$ cat src/iev_pkg.sv
// shared constants for the interrupt enable and vectoring block
// assumes a single core clock domain and an AHB-Lite register port
//
// Operation
// - enable bit 4 masks the serial port interrupt when clear.
// - enable bit 2 masks external interrupt 1 when clear.
// - enable bit 1 masks the timer 0 overflow interrupt when clear.
// - enable bit 0 masks external interrupt 0 when clear.
// - enable register resets to zero; every bit writable alone.
// - timer 0 overflow requests vector 000Bh, polling entry 2.
// - timer 1 overflow requests vector 001Bh, polling entry 4.
// - serial receive or transmit done requests vector 0023h, rank 6.
// - timer 2 overflow or external flag requests vector 002Bh, rank 7.
// - counter array overflow or module flags request vector 0033h, rank 5.
// - keypad flag requests vector 003Bh, polling entry 8.
// - external 0 to 0003h, external 1 to 0013h, serial link to 004Bh.
// - reset starts at 0000h; fixed polling order breaks ties.
// - enable bit 7 is a global enable over all sources.
// - enable bit 5 masks the timer 2 interrupt when clear.
// - enable bit 6 masks the counter array interrupt when clear.
// - four priority levels per source; polling order only breaks ties.

package iev_pkg;

   // ----------------------------------------------------------------
   // source numbering, in polling order
   // ----------------------------------------------------------------
   localparam int NUM_SRC   = 9;
   localparam int SRC_EXT0  = 0;
   localparam int SRC_TMR0  = 1;
   localparam int SRC_EXT1  = 2;
   localparam int SRC_TMR1  = 3;
   localparam int SRC_PCA   = 4;
   localparam int SRC_UART  = 5;
   localparam int SRC_TMR2  = 6;
   localparam int SRC_KBD   = 7;
   localparam int SRC_SPI   = 8;

   // ----------------------------------------------------------------
   // register byte offsets
   // ----------------------------------------------------------------
   localparam logic [7:0] OFS_IEN_LO   = 8'h00;
   localparam logic [7:0] OFS_IEN_SET  = 8'h04;
   localparam logic [7:0] OFS_IEN_CLR  = 8'h08;
   localparam logic [7:0] OFS_IEN_HI   = 8'h0C;
   localparam logic [7:0] OFS_PRIO_LO  = 8'h10;
   localparam logic [7:0] OFS_PRIO_HI  = 8'h14;
   localparam logic [7:0] OFS_EXT_MODE = 8'h18;
   localparam logic [7:0] OFS_PENDING  = 8'h1C;
   localparam logic [7:0] OFS_CORE     = 8'h20;

   // ----------------------------------------------------------------
   // field positions and reset values
   // ----------------------------------------------------------------
   localparam int BIT_EXT0 = 0;
   localparam int BIT_TMR0 = 1;
   localparam int BIT_EXT1 = 2;
   localparam int BIT_TMR1 = 3;
   localparam int BIT_UART = 4;
   localparam int BIT_TMR2 = 5;
   localparam int BIT_PCA  = 6;
   localparam int BIT_GLB  = 7;
   localparam int BIT_EKBD = 0;
   localparam int BIT_ESPI = 1;
   localparam int CORE_LEVEL_POS = 16;
   localparam int CORE_REQ_POS   = 18;
   localparam int CORE_ISR_POS   = 20;
   localparam logic [7:0] RST_IEN_LO   = 8'h00;
   localparam logic [1:0] RST_IEN_HI   = 2'h0;
   localparam logic [8:0] RST_PRIO     = 9'h000;
   localparam logic [1:0] RST_EXT_MODE = 2'h0;

   // ----------------------------------------------------------------
   // vectors
   // ----------------------------------------------------------------
   localparam logic [15:0] VEC_RESET = 16'h0000;
   localparam logic [15:0] VEC_EXT0  = 16'h0003;
   localparam logic [15:0] VEC_TMR0  = 16'h000B;
   localparam logic [15:0] VEC_EXT1  = 16'h0013;
   localparam logic [15:0] VEC_TMR1  = 16'h001B;
   localparam logic [15:0] VEC_UART  = 16'h0023;
   localparam logic [15:0] VEC_TMR2  = 16'h002B;
   localparam logic [15:0] VEC_PCA   = 16'h0033;
   localparam logic [15:0] VEC_KBD   = 16'h003B;
   localparam logic [15:0] VEC_SPI   = 16'h004B;

   // vector lookup by source index
   function automatic logic [15:0] iev_vector(input logic [3:0] idx);
      case (idx)
         4'h0:    iev_vector = VEC_EXT0;
         4'h1:    iev_vector = VEC_TMR0;
         4'h2:    iev_vector = VEC_EXT1;
         4'h3:    iev_vector = VEC_TMR1;
         4'h4:    iev_vector = VEC_PCA;
         4'h5:    iev_vector = VEC_UART;
         4'h6:    iev_vector = VEC_TMR2;
         4'h7:    iev_vector = VEC_KBD;
         4'h8:    iev_vector = VEC_SPI;
         default: iev_vector = VEC_RESET;
      endcase
   endfunction : iev_vector

endpackage : iev_pkg

$ cat src/iev_sync.sv
// two-stage synchroniser for asynchronous pin levels
// assumes the destination clock is the only clock
`timescale 1ns/1ps

module iev_sync #(
   parameter int WIDTH = 2
) (
   input  wire logic             i_ref_clk,
   input  wire logic             i_rst,
   input  wire logic [WIDTH-1:0] i_async,
   input  wire logic [WIDTH-1:0] i_rst_val,
   output logic      [WIDTH-1:0] o_sync
);

   logic [WIDTH-1:0] meta_reg;

   // ----------------------------------------------------------------
   // two flops; the first is read by the second only
   // ----------------------------------------------------------------
   // pins are idle high, so reset to ones rather than a port value
   always_ff @(posedge i_ref_clk or posedge i_rst) begin
      if (i_rst) begin
         meta_reg <= '1;
         o_sync   <= '1;
      end else begin
         meta_reg <= i_async;
         o_sync   <= meta_reg;
      end
   end

endmodule : iev_sync

$ cat src/iev_arbiter.sv
// priority pick among enabled requests
// assumes requests are indexed in polling order, lowest index first
`timescale 1ns/1ps

module iev_arbiter #(
   parameter int NSRC = 9
) (
   input  wire logic [NSRC-1:0] i_req,
   input  wire logic [NSRC-1:0] i_prio_lo,
   input  wire logic [NSRC-1:0] i_prio_hi,
   output logic                 o_valid,
   output logic [3:0]           o_idx,
   output logic [1:0]           o_level
);

   // ----------------------------------------------------------------
   // highest level first, then lowest polling index
   // ----------------------------------------------------------------
   // level scan outside, index scan inside: ties broken by order only
   always_comb begin
      o_valid = 1'b0;
      o_idx   = 4'h0;
      o_level = 2'h0;
      for (int lvl = 3; lvl >= 0; lvl--) begin
         for (int i = NSRC - 1; i >= 0; i--) begin
            if (!o_valid && i_req[i] && ({i_prio_hi[i], i_prio_lo[i]} == 2'(lvl))) begin
               o_idx   = 4'(i);
               o_level = 2'(lvl);
            end
         end
         if (!o_valid && (i_req & ~(i_prio_hi ^ {NSRC{lvl[1]}}) & ~(i_prio_lo ^ {NSRC{lvl[0]}})) != '0) begin
            o_valid = 1'b1;
         end
      end
   end

endmodule : iev_arbiter

$ cat src/iev_top.sv
// interrupt enable and vectoring block with AHB-Lite register port
// assumes peripheral flags on the core clock; external pins asynchronous
`timescale 1ns/1ps

module iev_top (
   input  wire logic        i_ref_clk,
   input  wire logic        i_rst,
   // ahb-lite slave
   input  wire logic        i_hsel,
   input  wire logic [31:0] i_haddr,
   input  wire logic [1:0]  i_htrans,
   input  wire logic        i_hwrite,
   input  wire logic [2:0]  i_hsize,
   input  wire logic [31:0] i_hwdata,
   input  wire logic        i_hready,
   output logic      [31:0] o_hrdata,
   output logic             o_hreadyout,
   output logic             o_hresp,
   // external pins, active low
   input  wire logic        i_ext_irq_pin0,
   input  wire logic        i_ext_irq_pin1,
   // peripheral request flags
   input  wire logic        i_timer0_overflow,
   input  wire logic        i_timer1_overflow,
   input  wire logic        i_timer2_overflow,
   input  wire logic        i_timer2_ext_flag,
   input  wire logic        i_uart_recv_done,
   input  wire logic        i_uart_xmit_done,
   input  wire logic        i_pca_overflow_flag,
   input  wire logic [4:0]  i_pca_module_flags,
   input  wire logic        i_keypad_irq_flag,
   input  wire logic        i_serial_periph_irq_flag,
   // processor core
   input  wire logic        i_irq_ack,
   input  wire logic        i_irq_return,
   output logic             o_irq_req,
   output logic      [15:0] o_irq_vector,
   output logic      [1:0]  o_irq_level,
   output logic      [8:0]  o_ack_source
);

   localparam int NS = iev_pkg::NUM_SRC;

   // ----------------------------------------------------------------
   // declarations
   // ----------------------------------------------------------------
   logic [7:0]    interrupt_enable_lo_reg;
   logic [1:0]    interrupt_enable_hi_reg;
   logic [NS-1:0] prio_lo_reg;
   logic [NS-1:0] prio_hi_reg;
   logic [1:0]    ext_mode_reg;
   logic [1:0]    ext0_1_pending_reg;
   logic [1:0]    pin_sync;
   logic [1:0]    pin_last_reg;
   logic [1:0]    pin_fall;
   logic [3:0]    in_service_reg;
   logic [3:0]    sel_idx_reg;
   logic          wr_pend_reg;
   logic          rd_pend_reg;
   logic [7:0]    addr_reg;
   logic [NS-1:0] req_raw;
   logic [NS-1:0] src_enable;
   logic [NS-1:0] req_masked;
   logic          arb_valid;
   logic [3:0]    arb_idx;
   logic [1:0]    arb_level;
   logic          level_allowed;
   logic          take_ack;
   logic [NS-1:0] ack_onehot;
   logic          addr_phase;
   logic          global_enable;

   // ----------------------------------------------------------------
   // external pin capture
   // ----------------------------------------------------------------
   iev_sync #(
      .WIDTH (2)
   ) u_pin_sync (
      .i_ref_clk (i_ref_clk),
      .i_rst     (i_rst),
      .i_async   ({i_ext_irq_pin1, i_ext_irq_pin0}),
      .i_rst_val (2'h3),
      .o_sync    (pin_sync)
   );

   // previous synced level for falling-edge detection
   always_ff @(posedge i_ref_clk or posedge i_rst) begin
      if (i_rst) begin
         pin_last_reg <= 2'h3;
      end else begin
         pin_last_reg <= pin_sync;
      end
   end

   assign pin_fall = pin_last_reg & ~pin_sync;

   // core ack of an external source clears its edge flag
   assign take_ack = i_irq_ack & o_irq_req;

   // one-hot decode of the acknowledged source
   always_comb begin
      ack_onehot = '0;
      if (take_ack) begin
         ack_onehot[sel_idx_reg] = 1'b1;
      end
   end

   // pending flags: level mode follows the pin, edge mode latches
   // a new falling edge wins over the ack that would clear it
   always_ff @(posedge i_ref_clk or posedge i_rst) begin
      if (i_rst) begin
         ext0_1_pending_reg <= 2'h0;
      end else begin
         for (int k = 0; k < 2; k++) begin
            if (!ext_mode_reg[k]) begin
               ext0_1_pending_reg[k] <= ~pin_sync[k];
            end else if (pin_fall[k]) begin
               ext0_1_pending_reg[k] <= 1'b1;
            end else if (ack_onehot[2 * k]) begin
               ext0_1_pending_reg[k] <= 1'b0;
            end
         end
      end
   end

   // ----------------------------------------------------------------
   // request gathering, polling order indices
   // ----------------------------------------------------------------
   // ext pending flags feed the first and third slots
   assign req_raw[iev_pkg::SRC_EXT0] = ext0_1_pending_reg[0];
   assign req_raw[iev_pkg::SRC_TMR0] = i_timer0_overflow;
   assign req_raw[iev_pkg::SRC_EXT1] = ext0_1_pending_reg[1];
   assign req_raw[iev_pkg::SRC_TMR1] = i_timer1_overflow;
   assign req_raw[iev_pkg::SRC_PCA]  = i_pca_overflow_flag | (|i_pca_module_flags);
   assign req_raw[iev_pkg::SRC_UART] = i_uart_recv_done | i_uart_xmit_done;
   assign req_raw[iev_pkg::SRC_TMR2] = i_timer2_overflow | i_timer2_ext_flag;
   assign req_raw[iev_pkg::SRC_KBD]  = i_keypad_irq_flag;
   assign req_raw[iev_pkg::SRC_SPI]  = i_serial_periph_irq_flag;

   // per-source enables from the two enable registers
   assign src_enable[iev_pkg::SRC_EXT0] = interrupt_enable_lo_reg[iev_pkg::BIT_EXT0];
   assign src_enable[iev_pkg::SRC_TMR0] = interrupt_enable_lo_reg[iev_pkg::BIT_TMR0];
   assign src_enable[iev_pkg::SRC_EXT1] = interrupt_enable_lo_reg[iev_pkg::BIT_EXT1];
   assign src_enable[iev_pkg::SRC_TMR1] = interrupt_enable_lo_reg[iev_pkg::BIT_TMR1];
   assign src_enable[iev_pkg::SRC_PCA]  = interrupt_enable_lo_reg[iev_pkg::BIT_PCA];
   assign src_enable[iev_pkg::SRC_UART] = interrupt_enable_lo_reg[iev_pkg::BIT_UART];
   assign src_enable[iev_pkg::SRC_TMR2] = interrupt_enable_lo_reg[iev_pkg::BIT_TMR2];
   assign src_enable[iev_pkg::SRC_KBD]  = interrupt_enable_hi_reg[iev_pkg::BIT_EKBD];
   assign src_enable[iev_pkg::SRC_SPI]  = interrupt_enable_hi_reg[iev_pkg::BIT_ESPI];

   // global enable overrides every individual bit
   assign global_enable = interrupt_enable_lo_reg[iev_pkg::BIT_GLB];
   assign req_masked    = req_raw & src_enable & {NS{global_enable}};

   // ----------------------------------------------------------------
   // arbitration and nesting
   // ----------------------------------------------------------------
   iev_arbiter #(
      .NSRC (NS)
   ) u_arbiter (
      .i_req     (req_masked),
      .i_prio_lo (prio_lo_reg),
      .i_prio_hi (prio_hi_reg),
      .o_valid   (arb_valid),
      .o_idx     (arb_idx),
      .o_level   (arb_level)
   );

   // a request may only preempt a strictly lower level in service
   always_comb begin
      level_allowed = 1'b1;
      for (int l = 0; l < 4; l++) begin
         if (in_service_reg[l] && (arb_level <= 2'(l))) begin
            level_allowed = 1'b0;
         end
      end
   end

   // in-service levels: ack marks, return clears the highest one
   always_ff @(posedge i_ref_clk or posedge i_rst) begin
      if (i_rst) begin
         in_service_reg <= 4'h0;
      end else if (take_ack) begin
         in_service_reg[o_irq_level] <= 1'b1;
      end else if (i_irq_return) begin
         if (in_service_reg[3]) begin
            in_service_reg[3] <= 1'b0;
         end else if (in_service_reg[2]) begin
            in_service_reg[2] <= 1'b0;
         end else if (in_service_reg[1]) begin
            in_service_reg[1] <= 1'b0;
         end else begin
            in_service_reg[0] <= 1'b0;
         end
      end
   end

   // request and vector to the core; vector holds while idle
   // ack cycle drops the request so it is not taken twice
   always_ff @(posedge i_ref_clk or posedge i_rst) begin
      if (i_rst) begin
         o_irq_req    <= 1'b0;
         o_irq_vector <= iev_pkg::VEC_RESET;
         o_irq_level  <= 2'h0;
         sel_idx_reg  <= 4'h0;
      end else begin
         o_irq_req <= arb_valid & level_allowed & ~take_ack;
         if (arb_valid && level_allowed && !take_ack) begin
            o_irq_vector <= iev_pkg::iev_vector(arb_idx);
            o_irq_level  <= arb_level;
            sel_idx_reg  <= arb_idx;
         end
      end
   end

   // one-cycle notice to peripherals whose flags self-clear on ack
   // flags that do not self-clear are left to service software
   always_ff @(posedge i_ref_clk or posedge i_rst) begin
      if (i_rst) begin
         o_ack_source <= '0;
      end else begin
         o_ack_source <= ack_onehot;
      end
   end

   // ----------------------------------------------------------------
   // ahb-lite slave
   // ----------------------------------------------------------------
   assign addr_phase = i_hsel & i_hready & i_htrans[1];

   // address phase capture; reads take one wait state so a read
   // right behind a write sees the written value
   always_ff @(posedge i_ref_clk or posedge i_rst) begin
      if (i_rst) begin
         wr_pend_reg <= 1'b0;
         rd_pend_reg <= 1'b0;
         addr_reg    <= 8'h00;
         o_hreadyout <= 1'b1;
      end else begin
         if (rd_pend_reg) begin
            rd_pend_reg <= 1'b0;
            o_hreadyout <= 1'b1;
         end else if (addr_phase) begin
            wr_pend_reg <= i_hwrite;
            rd_pend_reg <= ~i_hwrite;
            o_hreadyout <= i_hwrite;
            addr_reg    <= i_haddr[7:0];
         end else begin
            wr_pend_reg <= 1'b0;
         end
      end
   end

   // response is always okay
   always_ff @(posedge i_ref_clk or posedge i_rst) begin
      if (i_rst) begin
         o_hresp <= 1'b0;
      end else begin
         o_hresp <= 1'b0;
      end
   end

   // enable register: whole write, or single-bit set/clear strobes
   always_ff @(posedge i_ref_clk or posedge i_rst) begin
      if (i_rst) begin
         interrupt_enable_lo_reg <= iev_pkg::RST_IEN_LO;
      end else if (wr_pend_reg) begin
         if (addr_reg == iev_pkg::OFS_IEN_LO) begin
            interrupt_enable_lo_reg <= i_hwdata[7:0];
         end else if (addr_reg == iev_pkg::OFS_IEN_SET) begin
            interrupt_enable_lo_reg <= interrupt_enable_lo_reg | i_hwdata[7:0];
         end else if (addr_reg == iev_pkg::OFS_IEN_CLR) begin
            interrupt_enable_lo_reg <= interrupt_enable_lo_reg & ~i_hwdata[7:0];
         end
      end
   end

   // remaining control registers
   always_ff @(posedge i_ref_clk or posedge i_rst) begin
      if (i_rst) begin
         interrupt_enable_hi_reg <= iev_pkg::RST_IEN_HI;
         prio_lo_reg             <= iev_pkg::RST_PRIO;
         prio_hi_reg             <= iev_pkg::RST_PRIO;
         ext_mode_reg            <= iev_pkg::RST_EXT_MODE;
      end else if (wr_pend_reg) begin
         if (addr_reg == iev_pkg::OFS_IEN_HI) begin
            interrupt_enable_hi_reg <= i_hwdata[1:0];
         end else if (addr_reg == iev_pkg::OFS_PRIO_LO) begin
            prio_lo_reg <= i_hwdata[NS-1:0];
         end else if (addr_reg == iev_pkg::OFS_PRIO_HI) begin
            prio_hi_reg <= i_hwdata[NS-1:0];
         end else if (addr_reg == iev_pkg::OFS_EXT_MODE) begin
            ext_mode_reg <= i_hwdata[1:0];
         end
      end
   end

   // read data loaded during the wait cycle; unmapped reads zero
   always_ff @(posedge i_ref_clk or posedge i_rst) begin
      if (i_rst) begin
         o_hrdata <= 32'h0000_0000;
      end else if (rd_pend_reg) begin
         if (addr_reg == iev_pkg::OFS_IEN_LO) begin
            o_hrdata <= {24'h00_0000, interrupt_enable_lo_reg};
         end else if (addr_reg == iev_pkg::OFS_IEN_HI) begin
            o_hrdata <= {30'h0000_0000, interrupt_enable_hi_reg};
         end else if (addr_reg == iev_pkg::OFS_PRIO_LO) begin
            o_hrdata <= {23'h00_0000, prio_lo_reg};
         end else if (addr_reg == iev_pkg::OFS_PRIO_HI) begin
            o_hrdata <= {23'h00_0000, prio_hi_reg};
         end else if (addr_reg == iev_pkg::OFS_EXT_MODE) begin
            o_hrdata <= {30'h0000_0000, ext_mode_reg};
         end else if (addr_reg == iev_pkg::OFS_PENDING) begin
            o_hrdata <= {23'h00_0000, req_raw};
         end else if (addr_reg == iev_pkg::OFS_CORE) begin
            o_hrdata <= {8'h00, in_service_reg, 1'b0, o_irq_req, o_irq_level, o_irq_vector};
         end else begin
            o_hrdata <= 32'h0000_0000;
         end
      end
   end

endmodule : iev_top

$ cat config.mk
export PLATFORM = sky130hd
export DESIGN_NAME = iev_top
export DESIGN_NICKNAME = d
export VERILOG_FILES = /design/src/iev_pkg.sv /design/src/iev_sync.sv /design/src/iev_arbiter.sv /design/src/iev_top.sv
export SDC_FILE = /design/constraint.sdc
export NUM_CORES = 1
export LEC_CHECK = 0
export ABC_CLOCK_PERIOD_IN_PS = 2500
export BUFFER_PORTS_ARGS = -buffer_cell sky130_fd_sc_hd__buf_4
export CORE_MARGIN = 4
export CORE_UTILIZATION = 47
export CTS_CLUSTER_DIAMETER = 80
export DETAILED_ROUTE_END_ITERATION = 8
export GPL_TIMING_DRIVEN = 1
export PLACE_DENSITY = 0.74
export SLEW_MARGIN = 20
export SYNTH_ARGS = -nofsm -noshare
export SYNTH_HDL_FRONTEND = slang
export SYNTH_SLANG_ARGS = --single-unit
$ cat constraint.sdc
create_clock -name i_ref_clk -period 2.5 [get_ports i_ref_clk]
set_input_delay 0.125 -clock i_ref_clk [delete_from_list [all_inputs] [get_ports i_ref_clk]]
set_output_delay 0.125 -clock i_ref_clk [all_outputs]
set_load 0.03 [all_outputs]
# Word level (Yosys, flattened, before mapping)
# Memory sizes are Yosys's and may differ from the RTL's. A register that Yosys moved wholly into a read port is not among the register bits.
# Cells that the tools add are included.
# Widths: inputs -> output; s select.
# totals
regBits	117
latch_bits	0
ram_bits	0
rom_bits	96
in_bits	92
elab_cells	323
memories	1
# mem_list
memory	depth	word_bits	rd	rd_ports_with_merged_regs	wr	line_no	text
(name not given)	16	6	1	1	0	iev_pkg.sv:89	case (idx)
# op_classes
add_sub_neg	0
mul	0
n_div	0
n_lt_le_gt_ge	8
eq_ne	40
n_shift	0
n_mux	111
bitwise_logic	34
reduce_logical	105
# op_table
cell	n
$mux 24	7
$mux 4	38
$logic_and 1x1->1	74
$mux 2	37
$and 9x9->9	8
$eq 2x2->1 const B	18
$not 9->9	4
$reduce_bool 9->1	4
$eq 8x5->1 const B	4
$mux 8	3
$mux 1	22
$eq 2x1->1 const B	9
$logic_not 2->1	9
$eq 8x4->1 const B	2
$mux 9	1
$and 8x8->8	1
$eq 8x3->1 const B	1
$eq 8x6->1 const B	1
$logic_not 8->1	1
$not 1->1	8
$not 8->8	1
$or 8x8->8	1
$reduce_and 2->1	4
$reduce_and 4->1	2
other kinds (22)	38

# Longest topological paths before layout
# logic_depth
ltp_word	49
ltp_mapped	13
mapped_depth_nobuf	11

# By module
# A second synthesis with hierarchy kept.
# hier_totals
hier_cells	537
hier_area_um2	5144.9
# modules_own_cells
mod	n_inst	cells_each	area_per_inst_um2
iev_top	1	397	4127.7
iev_arbiter	1	135	908.4
iev_sync	1	5	108.9

# Worst setup path after synthesis
# Ideal clock, no wire load.
# synth_timing
path_type	register to register
from	reg (tool-made name)
to	reg o_irq_vector[4]
setup_time_ns	0.078
arrival_time_ns	2.475
t_required_ns	2.422
setup_slack_ns	-0.053
path_stages_with_launch	12
path_buffers	1
cell_sequence	dfrtp_1 > nand4_1 > or2_2 > and4_1 > and3_1 > buf_6 > a21bo_1 > a22oi_1 > a21oi_2 > ha_1 > mux2_1 > o21ai_1
# synth_lines
element	line_no	text
end, declared	iev_top.sv:37	output logic [15:0] o_irq_vector,

# Final worst setup path
# layout_timing
from	reg prio_hi_reg[6]
to	reg o_irq_vector[3]
# layout_between
elab_chain_cells	44
# layout_rtl
element	line_no	text
start, declared	iev_top.sv:50	logic [NS-1:0] prio_hi_reg;
start signal, assigned	iev_top.sv:283	prio_hi_reg <= iev_pkg::RST_PRIO;
start signal, assigned	iev_top.sv:291	prio_hi_reg <= i_hwdata[NS-1:0];
$eq 2x2->1 / $not 9->9 (equally long branches)	iev_arbiter.sv:26, iev_arbiter.sv:31	
$logic_and 1x1->1 / $not 9->9 (equally long branches)	iev_arbiter.sv:26, iev_arbiter.sv:31	
$mux 2 / $and 9x9->9 (equally long branches) (2 in series)	iev_arbiter.sv:26, iev_arbiter.sv:31	
$mux 2 / $reduce_bool 9->1 (equally long branches)	iev_arbiter.sv:26, iev_arbiter.sv:31	
$mux 2 / $mux 1 (equally long branches)	iev_arbiter.sv:26, iev_arbiter.sv:31	
$mux 2 / $logic_not 1->1 (equally long branches)	iev_arbiter.sv:26, iev_arbiter.sv:31	
$mux 2 / $logic_and 1x1->1 (equally long branches) (2 in series)	iev_arbiter.sv:26	if (!o_valid && i_req[i] && ({i_prio_hi[i], i_prio_lo[i]} == 2'(lvl))) begin
$mux 2 (27 in series)	iev_arbiter.sv:26	
$le 2x1->1	iev_top.sv:173	if (in_service_reg[l] && (arb_level <= 2'(l))) begin
$logic_and 1x1->1	iev_top.sv:173	
$mux 1 (4 in series)	iev_top.sv:173	
$logic_and 1x1->1 (2 in series)	iev_top.sv:208	if (arb_valid && level_allowed && !take_ack) begin
# Parallel ways exist; a longest one is shown, timed or not.
# A chain may end at the register's enable or synchronous reset.

==> run_results.csv <==
group,metric,value,unit
timing,period_minus_slack,2.65,ns
setup_path,reg2reg_to,"o_irq_vector[3]",
timing,tns,-0.380,ns
timing,drv_slew,0,
drt,first_pass_iters,7,
timing,period_share,1.06,
min_path,hold_path.startpoint,"i_hwdata[1]",
finish,n_antenna_cell,0,
place,dp_cells,813,
die,io_pins,154,
finish,nets,813,
synthesis,synthArstFlopShare,1.00,
setup_path,critPathCaptureType,"register",
die,core,0.0104,sq mm
timing,fin_worst_skew,0.0151,ns
drt,drc,1,
drt,viasPerCell,5.63,
synthesis,ys_warn_count,0,
setup_path,arrival,2.91,ns
clock_tree,clk_pin_slew,0.10,ns
clock_tree,numCtsBuffers,9,
synthesis,syn_area,0.00509,sq mm
setup_path,crit_chain,"o2111ai_4 > o22ai_2 > nor3_4 > buf_4 > nand4_1 > a21bo_1 > a22oi_2 > a21oi_2 > ha_1 > nor2_1 > nor2_1 > a32o_1",
setup_path,rrSetupSlack,-0.15,ns
finish,area_growth,38.3,%
finish,final_area,0.00704,sq mm
finish,fin_util,0.676,
synthesis,synth_ff_type,"dfrtp_1",
synthesis,ys_types,71,
synthesis,yosysSeqAreaShare,0.444,
drt,vias,4848,
place,placed_area,0.00638,sq mm
pwr,peakVddDrop,0.398,mV
global_routing,first_global_vias,4638,
pwr,p_leak,0.00339,uW
setup_path,required,2.77,ns
die,rows,37,
drt,wire_per_inst,18.0,um
drt,wirelength,15500,um
finish,top_register,"o_hrdata",
synthesis,synth.top_cell.area_share,0.408,
setup_path,rr_worst_depth,12,
synthesis,synth.area.top_cells,"dfrtp_1 (41%), mux2_2 (6.0%), nand2_1 (4.2%)",
finish,largest_reg_flops,16,
die,die_area,0.0126,sq mm
timing,fmax,0.378,GHz
synthesis,avgSynthCellArea,9.68,sq um
timing,rsz0062_at_grt,"yes",
synthesis,synth_seq_cells,90,
finish,fillers,828,
min_path,min_path_type,"in2reg",
setup_path,crit_top_cell,"nor2_1",
setup_path,cp_slowest_cell,"dfrtp_1",
timing,hold_viol_final,0,
timing,setup_viol,4,
timing,relSlewSlack,0.388,
finish,instances_no_fill,861,
die,die_h,112,um
clock_tree,clk_path_buf_depth,2,
place,io_buffer_count,75,
synthesis,synth_top_area_cell,"dfrtp_1",
run_status,violations,"DRC, setup timing",
setup_path,path_class,"reg2reg",
setup_path,cp-startpoint,"prio_hi_reg[6]",
clock_tree,cts_root_buffer,"clkbuf_8",
setup_path,critPathBufInv,1,
clock_tree,cts_sinks,90,
job,maxCapViolations,0,
setup_path,r2r_start,"prio_hi_reg[6]",
die,die_w,112,um
die,initial_core_util,0.489,
global_routing,grt_pass1_wl,24300,um
global_routing,grt_overflow,0,
synthesis,synth_edf_count,0,
synthesis,yosys-top-cells-count,"dfrtp_1 (83), nand2_1 (57), nor2_1 (52)",
synthesis,synth_cells,526,
timing,holdWs,0.0343,ns
clock_tree,htreeDepth,3,
setup_path,critPathMaxFanout,7,
setup_path,critical_path.top_delay_family,"compound AO/OA/AOI/OAI gates",
synthesis,yosysMostFrequentCell,"dfrtp_1",
timing,worst_pin_slew,0.895,ns
drt,ant_nets,0,
finish,drive_gt1_frac,0.396,
pwr,power_per_cell_area,723,mW/mm^2
global_routing,grt_antenna_before_repair,0,
min_path,timing.hold.worst_path_depth,2,
timing,setup_slack,-0.148,ns
drt,drtIter0Drc,334,
global_routing,grtUsageTotal,0.242,
setup_path,start_kind,"register",
place,hpwl,11700,um
clock_tree,clkLatencyLatePin,0.38,ns
clock_tree,cts_tree,"yes",
run_status,status,"finished, violations left",
setup_path,max_stage_delay,0.61,ns
place,gp_congestion,0.966,
global_routing,grt_max_degree,64,
-- power breakdown --
group,switching (uW),internal [uW]
clock,578,473
combinational,1120,964
sequential,269,1700
-- worst reg2reg max path: stages, from the launching register on --
cell and delay [ns]:
dfrtp_1 0.61, o2111ai_4 0.19, o22ai_2 0.28, nor3_4 0.07, buf_4 0.15, nand4_1 0.13, a21bo_1 0.23, a22oi_2 0.17
a21oi_2 0.09, ha_1 0.21, nor2_1 0.11, nor2_1 0.07, a32o_1 0.23
-- logic make-up after synthesis --
| family | count (synthesis) | share of synthesized area |
|---|---|---|
| and+or+nand+nor | 203 | 0.210 |
| muxes | 39 | 0.0836 |
| other | 1 | 0.000737 |
| AOI/OAI and AO/OA | 130 | 0.185 |
| adders and majority gates | 1 | 0.00246 |
| buffers and inverters | 62 | 0.0737 |
| DFF | 90 | 0.444 |
-- metal layers --
metal	vias to the layer above	part of all wire	wire, um	GRT usage
met2	211	0.49	7520	0.400
met1	2351	0.42	6530	0.329
met3	35	0.072	1120	0.0458
met4	0	0.019	300	0.0625
met5	-	0	0	0
li1	2251	-	-	-
-- cell usage in the layout (no fill, tap or decap), types with 6 or more instances in the layout --
cell / count
mux2_2: 27
dlygate4sd3_1: 20
nor3_1: 15
a21oi_1: 13
a22o_1: 15
buf_6: 8
nand2b_1: 6
nand4_1: 8
nor2_1: 52
dfrtp_1: 82
conb_1: 27
o21ai_0: 30
buf_4: 174
o21ai_1: 6
nor2b_1: 7
nand3_1: 10
mux2i_1: 11
clkbuf_8: 9
dfstp_2: 7
o22ai_1: 8
nand2_1: 54
inv_1: 13
-- layout make-up --
cell class / instances / area (sq um) / share of cell area
well taps: 136 / 170 / 0.0242
clock buffers: 9 / 124 / 0.0176
inverters: 15 / 57.6 / 0.00817
multi-input cells: 400 / 2730 / 0.388
flip-flops and latches: 90 / 2260 / 0.321
clock inverters: 7 / 76.3 / 0.0108
repair buffers: 204 / 1620 / 0.230
-- stage by stage --
step           setup slack (ns)  power [uW]
2_1_floorplan           0.00369        3100
3_3_place_gp             -0.307        3760
3_5_place_dp             -0.278        3800
4_1_cts                  -0.127        4920
5_1_grt                  -0.282        5370
6_report                 -0.148        5090
-- how the worst max path moves through the flow --
stage | cells past startpoint | to | slack (ns)
finish | 12 | o_irq_vector[3] | -0.15
global route | 12 | o_irq_vector[4] | -0.28
CTS | 12 | o_irq_vector[4] | -0.13
detailed placement | 11 | o_irq_vector[4] | -0.28
global placement | 12 | o_irq_vector[4] | -0.31
floorplan | 12 | o_irq_vector[4] | 0.004
-- what timing repair did --
| action | CTS | global route |
|---|---|---|
| setup buffers | 2 | 9 |
| hold endpoints to repair | 47 | 1 |
| gates cloned | 0 | 1 |
| hold buffers | 19 | 1 |
| pin swaps | 1 | 5 |
| resized for setup | 20 | 28 |
| setup endpoints to repair | 11 | 11 |
No activity file was read; power rests on OpenSTA's default activity.
